File: src/hdl/srd_pkg.sv
// Constants, types and register map for the root/context entry decoder
package srd_pkg;
   localparam int HOST_ADDR_WIDTH = 48;
   localparam int DOM_TAG_BITS = 8;
   localparam int DOM_TAG_WIDTH = 16;
   localparam logic [63:0] HAW_MASK = (64'h1 << HOST_ADDR_WIDTH) - 64'h1;
   localparam logic [1:0] MODE_LEGACY = 2'h0;
   localparam logic [1:0] MODE_SCALABLE = 2'h1;
   localparam int UPPER_VALID_BIT = 64;
   localparam int UPPER_BASE_LSB = 76;
   localparam int LOWER_VALID_BIT = 0;
   localparam int LOWER_BASE_LSB = 12;
   localparam int DOM_TAG_LSB = 72;
   localparam int SM_HALF_BIT = 7;
   // Register byte offsets
   localparam logic [7:0] OFS_ROOT_LO = 8'h00;
   localparam logic [7:0] OFS_ROOT_HI = 8'h04;
   localparam logic [7:0] OFS_CAP = 8'h08;
   localparam logic [7:0] OFS_LOOKUP = 8'h0c;
   localparam logic [7:0] OFS_STATUS = 8'h10;
   localparam logic [7:0] OFS_CTX_LO = 8'h14;
   localparam logic [7:0] OFS_CTX_HI = 8'h18;
   localparam logic [7:0] OFS_DOMAIN = 8'h1c;
   // Field positions
   localparam int MODE_LSB = 10;
   localparam int BUS_LSB = 0;
   localparam int DEVFN_LSB = 8;
   localparam int PID_BIT = 16;
   localparam int START_BIT = 31;
   localparam logic [31:0] ROOT_LO_RST = 32'h0000_0000;
   localparam logic [31:0] ROOT_HI_RST = 32'h0000_0000;
   localparam logic [31:0] LOOKUP_RST = 32'h0000_0000;
   localparam logic [31:0] CAP_VALUE = {16'h0000, 8'(HOST_ADDR_WIDTH), 8'(DOM_TAG_BITS)};
   // Fault codes
   localparam logic [1:0] FAULT_NONE = 2'h0;
   localparam logic [1:0] FAULT_NOT_PRESENT = 2'h1;
   localparam logic [1:0] FAULT_BAD_MODE = 2'h2;
   localparam logic [1:0] FAULT_PID = 2'h3;
   typedef struct packed {
      logic req;
      logic [63:0] addr;
   } srd_mem_req_t;
   typedef struct packed {
      logic present;
      logic [63:0] ptr;
   } srd_ptr_t;
   typedef enum logic [1:0] {
      S_IDLE = 2'b00,
      S_ROOT = 2'b01,
      S_DEC = 2'b10,
      S_CTX = 2'b11
   } srd_state_t;
endpackage

File: src/hdl/srd_ctx_decode.sv
// Root and context entry walker with APB register access
// Operation
// - Table mode 01b makes root entries scalable-mode root entries.
// - Root bits 127:76 give the 4KB aligned upper context table base.
// - Upper pointer bits above host address width are treated as zero.
// - Bit 64 marks upper half valid; when clear bits 127:65 ignored.
// - Root bits 63:12 give the 4KB aligned lower context table base.
// - Lower pointer bits 63 down to host address width treated as zero.
// - Bit 0 marks lower half valid; when clear bits 63:1 ignored.
// - Context entries serve only requests without a process space id.
// - Domain tag comes from context entry bits 87:72.
// - Capability register reports the supported domain tag width.
// - Unsupported upper domain tag bits are reserved and dropped.
// - Table mode 00b makes root entries legacy single-pointer entries.
//
// Added by the designer: the APB slave port and the register addresses.
`timescale 1ns/10ps
module srd_ctx_decode (
   input logic pclk,
   input logic presetn,
   input logic psel,
   input logic penable,
   input logic [7:0] paddr,
   input logic pwrite,
   input logic [31:0] pwdata,
   output logic [31:0] prdata,
   output logic pready,
   output logic pslverr,
   output srd_pkg::srd_mem_req_t mem_req,
   input logic [127:0] mem_rdata,
   input logic mem_ack
);
   // APB slave state
   logic [31:0] prdata_reg, prdata_next;
   logic pready_reg, pready_next;
   logic pslverr_reg, pslverr_next;
   logic [31:0] root_lo_reg, root_lo_next;
   logic [31:0] root_hi_reg, root_hi_next;
   logic [31:0] lookup_reg, lookup_next;
   logic wr_en, setup;

   // Walk state
   srd_pkg::srd_state_t state_reg, state_next;
   srd_pkg::srd_mem_req_t mreq_reg, mreq_next;
   logic [1:0] mode_reg, mode_next;
   logic [63:0] ctx_reg, ctx_next;
   logic [15:0] dom_reg, dom_next;
   logic [1:0] fault_reg, fault_next;
   logic done_reg, done_next;
   logic half_reg, half_next;

   // Decoder interface
   logic dec_load;
   srd_pkg::srd_ptr_t dec;
   logic dec_valid;

   // Derived fields
   logic [63:0] root_base;
   logic [7:0] bus_num;
   logic [7:0] devfn;
   logic [1:0] sw_mode;
   logic start;
   logic [31:0] status_word;

   assign root_base = {root_hi_reg, root_lo_reg[31:12], 12'h000};
   assign sw_mode = root_lo_reg[srd_pkg::MODE_LSB +: 2];
   assign bus_num = lookup_reg[srd_pkg::BUS_LSB +: 8];
   assign devfn = lookup_reg[srd_pkg::DEVFN_LSB +: 8];
   assign setup = psel && !penable;
   assign wr_en = psel && penable && pready_reg && pwrite;
   assign start = wr_en && paddr == srd_pkg::OFS_LOOKUP
                  && pwdata[srd_pkg::START_BIT] && state_reg == srd_pkg::S_IDLE;
   assign status_word = {26'h0, half_reg, fault_reg, (fault_reg != srd_pkg::FAULT_NONE),
                         done_reg, (state_reg != srd_pkg::S_IDLE)};

   // Register file; read data are prepared in the setup cycle
   always_comb begin
      prdata_next = prdata_reg;
      pslverr_next = 1'b0;
      pready_next = setup;
      root_lo_next = root_lo_reg;
      root_hi_next = root_hi_reg;
      lookup_next = lookup_reg;
      if (setup) begin
         pslverr_next = 1'b0;
         unique case (paddr)
            srd_pkg::OFS_ROOT_LO: prdata_next = root_lo_reg;
            srd_pkg::OFS_ROOT_HI: prdata_next = root_hi_reg;
            srd_pkg::OFS_CAP: prdata_next = srd_pkg::CAP_VALUE;
            srd_pkg::OFS_LOOKUP: prdata_next = {(state_reg != srd_pkg::S_IDLE),
                                                lookup_reg[30:0]};
            srd_pkg::OFS_STATUS: prdata_next = status_word;
            srd_pkg::OFS_CTX_LO: prdata_next = ctx_reg[31:0];
            srd_pkg::OFS_CTX_HI: prdata_next = ctx_reg[63:32];
            srd_pkg::OFS_DOMAIN: prdata_next = {16'h0000, dom_reg};
            default: begin
               prdata_next = 32'h0000_0000;
               pslverr_next = 1'b1;
            end
         endcase
      end
      if (wr_en) begin
         unique case (paddr)
            srd_pkg::OFS_ROOT_LO: root_lo_next = {pwdata[31:12], 12'h000}
                                   | {20'h0, pwdata[11:10], 10'h0};
            srd_pkg::OFS_ROOT_HI: root_hi_next = pwdata;
            srd_pkg::OFS_LOOKUP: begin
               // A lookup in flight keeps its request fields
               if (state_reg == srd_pkg::S_IDLE) begin
                  lookup_next = {15'h0, pwdata[16:0]};
               end
            end
            default: begin
            end
         endcase
      end
   end

   always_ff @(posedge pclk or negedge presetn) begin
      if (!presetn) begin
         prdata_reg <= 32'h0000_0000;
         pready_reg <= 1'b0;
         pslverr_reg <= 1'b0;
         root_lo_reg <= srd_pkg::ROOT_LO_RST;
         root_hi_reg <= srd_pkg::ROOT_HI_RST;
         lookup_reg <= srd_pkg::LOOKUP_RST;
      end else begin
         prdata_reg <= prdata_next;
         pready_reg <= pready_next;
         pslverr_reg <= pslverr_next;
         root_lo_reg <= root_lo_next;
         root_hi_reg <= root_hi_next;
         lookup_reg <= lookup_next;
      end
   end

   assign prdata = prdata_reg;
   assign pready = pready_reg;
   assign pslverr = pslverr_reg;

   assign dec_load = state_reg == srd_pkg::S_ROOT && mem_ack;

   srd_root_decode u_dec (
      .clk(pclk),
      .rst_n(presetn),
      .load(dec_load),
      .entry(mem_rdata),
      .mode(mode_reg),
      .upper_sel(half_reg),
      .dec(dec),
      .dec_valid(dec_valid)
   );

   // Walk: root fetch, decode, context fetch
   always_comb begin
      state_next = state_reg;
      mreq_next = mreq_reg;
      mode_next = mode_reg;
      ctx_next = ctx_reg;
      dom_next = dom_reg;
      fault_next = fault_reg;
      done_next = done_reg;
      half_next = half_reg;
      unique case (state_reg)
         srd_pkg::S_IDLE: begin
            if (start) begin
               done_next = 1'b0;
               fault_next = srd_pkg::FAULT_NONE;
               mode_next = sw_mode;
               half_next = (sw_mode == srd_pkg::MODE_SCALABLE)
                           && pwdata[srd_pkg::DEVFN_LSB + srd_pkg::SM_HALF_BIT];
               if (pwdata[srd_pkg::PID_BIT]) begin
                  // Requests with a space id are not walked here
                  fault_next = srd_pkg::FAULT_PID;
                  done_next = 1'b1;
               end else if (sw_mode != srd_pkg::MODE_SCALABLE
                            && sw_mode != srd_pkg::MODE_LEGACY) begin
                  fault_next = srd_pkg::FAULT_BAD_MODE;
                  done_next = 1'b1;
               end else begin
                  mreq_next.req = 1'b1;
                  mreq_next.addr = root_base + {52'h0, pwdata[7:0], 4'h0};
                  state_next = srd_pkg::S_ROOT;
               end
            end
         end
         srd_pkg::S_ROOT: begin
            if (mem_ack) begin
               mreq_next.req = 1'b0;
               state_next = srd_pkg::S_DEC;
            end
         end
         srd_pkg::S_DEC: begin
            if (dec_valid) begin
               if (!dec.present) begin
                  fault_next = srd_pkg::FAULT_NOT_PRESENT;
                  ctx_next = 64'h0;
                  done_next = 1'b1;
                  state_next = srd_pkg::S_IDLE;
               end else begin
                  ctx_next = dec.ptr;
                  mreq_next.req = 1'b1;
                  // Scalable halves hold 128 entries of 32 bytes, legacy 256 of 16
                  if (mode_reg == srd_pkg::MODE_SCALABLE) begin
                     mreq_next.addr = dec.ptr + {52'h0, devfn[6:0], 5'h00};
                  end else begin
                     mreq_next.addr = dec.ptr + {52'h0, devfn, 4'h0};
                  end
                  state_next = srd_pkg::S_CTX;
               end
            end
         end
         srd_pkg::S_CTX: begin
            if (mem_ack) begin
               mreq_next.req = 1'b0;
               // Unsupported high tag bits are dropped, not checked
               dom_next = {{(srd_pkg::DOM_TAG_WIDTH - srd_pkg::DOM_TAG_BITS){1'b0}},
                           mem_rdata[srd_pkg::DOM_TAG_LSB +: srd_pkg::DOM_TAG_BITS]};
               done_next = 1'b1;
               state_next = srd_pkg::S_IDLE;
            end
         end
      endcase
   end

   always_ff @(posedge pclk or negedge presetn) begin
      if (!presetn) begin
         state_reg <= srd_pkg::S_IDLE;
         mreq_reg <= '0;
         mode_reg <= srd_pkg::MODE_LEGACY;
         ctx_reg <= 64'h0;
         dom_reg <= 16'h0000;
         fault_reg <= srd_pkg::FAULT_NONE;
         done_reg <= 1'b0;
         half_reg <= 1'b0;
      end else begin
         state_reg <= state_next;
         mreq_reg <= mreq_next;
         mode_reg <= mode_next;
         ctx_reg <= ctx_next;
         dom_reg <= dom_next;
         fault_reg <= fault_next;
         done_reg <= done_next;
         half_reg <= half_next;
      end
   end

   assign mem_req = mreq_reg;
endmodule // srd_ctx_decode

File: src/hdl/srd_root_decode.sv
// Registered decoder of one root entry into a context table pointer
`timescale 1ns/10ps
module srd_root_decode (
   input logic clk,
   input logic rst_n,
   input logic load,
   input logic [127:0] entry,
   input logic [1:0] mode,
   input logic upper_sel,
   output srd_pkg::srd_ptr_t dec,
   output logic dec_valid
);
   srd_pkg::srd_ptr_t dec_reg, dec_next;
   logic valid_reg, valid_next;
   logic sm_upper;

   always_comb begin
      sm_upper = (mode == srd_pkg::MODE_SCALABLE) && upper_sel;
      dec_next = dec_reg;
      valid_next = load;
      if (load) begin
         if (sm_upper) begin
            dec_next.present = entry[srd_pkg::UPPER_VALID_BIT];
            dec_next.ptr = {entry[127:srd_pkg::UPPER_BASE_LSB], 12'h000}
                           & srd_pkg::HAW_MASK;
         end else begin
            // Legacy and scalable lower half share the same layout
            dec_next.present = entry[srd_pkg::LOWER_VALID_BIT];
            dec_next.ptr = {entry[63:srd_pkg::LOWER_BASE_LSB], 12'h000}
                           & srd_pkg::HAW_MASK;
         end
         // Not present: the rest of the half is ignored
         if (!dec_next.present) begin
            dec_next.ptr = '0;
         end
      end
   end

   always_ff @(posedge clk or negedge rst_n) begin
      if (!rst_n) begin
         dec_reg <= '0;
         valid_reg <= 1'b0;
      end else begin
         dec_reg <= dec_next;
         valid_reg <= valid_next;
      end
   end

   assign dec = dec_reg;
   assign dec_valid = valid_reg;
endmodule // srd_root_decode

File: config.mk
export PLATFORM = sky130hd
export DESIGN_NAME = srd_ctx_decode
export DESIGN_NICKNAME = d
export VERILOG_FILES = /design/src/hdl/srd_pkg.sv /design/src/hdl/srd_ctx_decode.sv /design/src/hdl/srd_root_decode.sv
export SDC_FILE = /design/constraint.sdc
export NUM_CORES = 1
export LEC_CHECK = 0
export BUFFER_PORTS_ARGS = -buffer_cell sky130_fd_sc_hd__buf_2
export CAP_MARGIN = 20
export CORE_MARGIN = 5
export CORE_UTILIZATION = 40
export CTS_CLUSTER_SIZE = 28
export DETAILED_ROUTE_END_ITERATION = 8
export GPL_TIMING_DRIVEN = 0
export MAX_ROUTING_LAYER = met4
export PLACE_DENSITY_LB_ADDON = 0.08
export SLEW_MARGIN = 10
export SYNTH_ARGS = -nofsm -noshare
export SYNTH_HDL_FRONTEND = slang
export SYNTH_SLANG_ARGS = --single-unit
export TNS_END_PERCENT = 10
File: constraint.sdc
create_clock -name pclk -period 4.1 [get_ports pclk]
set_input_delay 0.41 -clock pclk [delete_from_list [all_inputs] [get_ports pclk]]
set_output_delay 0.41 -clock pclk [all_outputs]
set_load 0.02 [all_outputs]
==> run_results.csv <==
group,metric,value,unit
clock_tree,postCtsSetupBuffers,0,
clock_tree,clk_pin_slew,0.06,ns
clock_tree,cts.sinks,256,
detailed_routing,drt_iter0_markers,843,
logic_synthesis,synth_top_area_cell,"dfrtp_1",
layout,synthToLayoutAreaGrowth,22.83,%
logic_synthesis,synth-simple-area-share,11.88,%
logic_synthesis,syn_area_per_cell,10.53,um2
logic_synthesis,synth_area,0.01158,mm2
logic_synthesis,synth_xor_area_share,0,%
logic_synthesis,ys_seq_elements,256,
layout,nets,1530,
logic_synthesis,synth_edf_count,0,
pwr,power_density,437.5,mW/mm2
clock_tree,cts_buffers,28,
timing,whs,0.1005,ns
timing,layout_setup_ws,1.194,ns
setup_path,critPathKind,"reg -> reg",
detailed_routing,drc,0,
status,outcome,"finished clean",
logic_synthesis,async_flop_share,100.0,%
placement,portBuffers,218,
global_routing,grt_overflow,0,
logic_synthesis,synth_compound_area_share,15.62,%
floorplan,start_util,40.44,%
detailed_routing,ant_nets,0,
global_routing,track_usage,23.43,%
logic_synthesis,synth_top_area_share,55.34,%
logic_synthesis,synth_common_cells,"dfrtp_1 (256), nand2_1 (241), o21ai_0 (127)",
layout,largest_register_ffs,61,
setup_path,cp_top_family,"compound AO/OA/AOI/OAI gates",
setup_path,path_cells,"clkbuf_1 > or3_1 > a21oi_1 > nand2_1 > clkbuf_1 > o21ai_1",
logic_synthesis,ys.flop_type,"dfrtp_1",
setup_path,critPathBufInv,2,
detailed_routing,wl_per_cell,21.58,um
clock_tree,clock_latency,0.54,ns
timing,finalCritPeriodShare,70.89,%
setup_path,cpMaxStageDelayCell,"a21oi_1",
setup_path,endpoint_kind,"flop",
layout,fin_util,49.67,%
layout,final_area,0.01422,mm2
floorplan,row_count,62,
floorplan,die_y,180.1,um
floorplan,die-area,0.03244,mm2
pwr,p_total,6.221,mW
pwr,power.leakage,6.669,nW
clock_tree,htree_levels,1,
global_routing,antenna_found_initial,1,
placement,place_ws,1.118,ns
placement,dp_hpwl,28.98,mm
logic_synthesis,yosysMostFrequentCell,"dfrtp_1",
placement,place_congestion,0.8811,
timing,setup_violations,0,
job,drv_cap,0,
setup_path,required,4.55,ns
detailed_routing,wl,37.99,mm
placement,place_area,0.01326,mm2
timing,clock_skew,0.01834,ns
timing,rsz0062_at_grt,"false",
clock_tree,cts_hold_buffers,1,
clock_tree,root_buffer,"clkbuf_16",
floorplan,die_w,180.1,um
logic_synthesis,synth_cell_types,55,
layout,drive_above_1_share,28.27,%
setup_path,critPathMaxStageDelay,0.80,ns
setup_path,arrival,3.36,ns
logic_synthesis,ys_seq_area_share,55.34,%
detailed_routing,vias,9346,
timing,finalHoldViolCount,0,
timing,slew-limit-headroom,28.62,%
global_routing,grt_pass1_vias,9455,
detailed_routing,first_pass_iters,6,
logic_synthesis,yosys_warnings,0,
timing,min_period,2.906,ns
timing,maxSlewViolCount,0,
floorplan,pin_count,273,
worst_hold_path,hp-class,"in -> reg",
clock_tree,ctsResizeCount,0,
timing,worst_slew_pin_slew,1.062,ns
global_routing,grt_pass1_wl,58.23,mm
detailed_routing,via_per_inst,5.307,
setup_path,cp-start-kind,"flop",
logic_synthesis,muxShareOfSynthArea,13.56,%
pwr,vdd_drop_max,0.0002573,V
setup_path,crit_fanout,10,
global_routing,grt_max_degree,79,
clock_tree,ctsLongestPathBuffers,3,
logic_synthesis,synth_cells,1099,
setup_path,crit_top_cell,"clkbuf_1",
floorplan,core_area,0.02863,mm2
logic_synthesis,synth_top_family_by_area,"compound AO/OA/AOI/OAI gates",
timing,fmax,344.1,MHz
clock_tree,cts_tree,"built",
logic_synthesis,synthAdderAreaFrac,0,%
logic_synthesis,synth_area_leaders,"dfrtp_1 (55%), mux2_2 (8.1%), nand2_1 (7.8%), o21ai_0 (5.5%), mux2i_1 (4.1%)",
layout make-up:
class / instances / area (um2)
fillers: 2745 / 14410
flip-flops and latches: 256 / 6406
multi-input cells: 753 / 4768
repair buffers: 224 / 1211
clock buffers: 44 / 882.1
well taps: 384 / 480.5
plain buffers: 88 / 394.1
clock inverters: 6 / 55.05
inverters: 5 / 18.77
diodes: 1 / 2.502
cell families after synthesis:
kind of cell | Yosys count
buffers and inverters | 93
DFF | 256
and+or+nand+nor | 312
muxes | 141
AOI/OAI and AO/OA | 296
other | 1
layout by cell type (no fill, tap or decap), drive strengths merged, types with 8 or more instances in the layout:
master / netlist / final
a31oi: 38 / 38
mux2i: 47 / 47
nor2: 10 / 10
a22oi: 20 / 20
dfrtp: 256 / 256
nand3: 17 / 17
nand2: 242 / 242
clkbuf: 66 / 111
mux2: 94 / 94
a21oi: 44 / 44
buf: 22 / 243
a22o: 32 / 32
o21ai: 137 / 137
nand4: 8 / 8
metal layers:
| layer | GRT usage (%) | wire, um | share of wire, % | vias up |
|---|---|---|---|---|
| met5 | - | 0 | 0 | - |
| met4 | 4.537 | 682 | 1.8 | 0 |
| met3 | 3.956 | 2828 | 7.4 | 43 |
| met2 | 32.65 | 15840 | 42 | 343 |
| met1 | 36.18 | 18650 | 49 | 4527 |
| li1 | - | - | - | 4433 |
stage by stage:
stage          std cells  TNS (ns)
6_report            1761         0
5_1_grt             1761         0
4_1_cts             1759         0
3_5_place_dp        1708         0
3_3_place_gp        1704   -564.26
2_1_floorplan       1102         0
path summary, 6_finish.rpt:
path,from,depth (start not counted),slack [ns],to
max in group asynchronous,presetn,4,2.62,root_lo_reg[21]
max,state_reg[1],6,1.19,mem_req[57]
min reg2reg,prdata[16],2,0.47,prdata[16]
max reg2reg,state_reg[1],6,1.19,mem_req[57]
min,mem_rdata[75],2,0.10,dom_reg[3]
min in group asynchronous,presetn,2,0.39,u_dec.dec[43]
power breakdown:
group	switching (mW)	internal, mW
clock network	1.03	1.53
logic	0.575	0.275
registers	0.124	2.69
(Power assumes the default switching activity.)
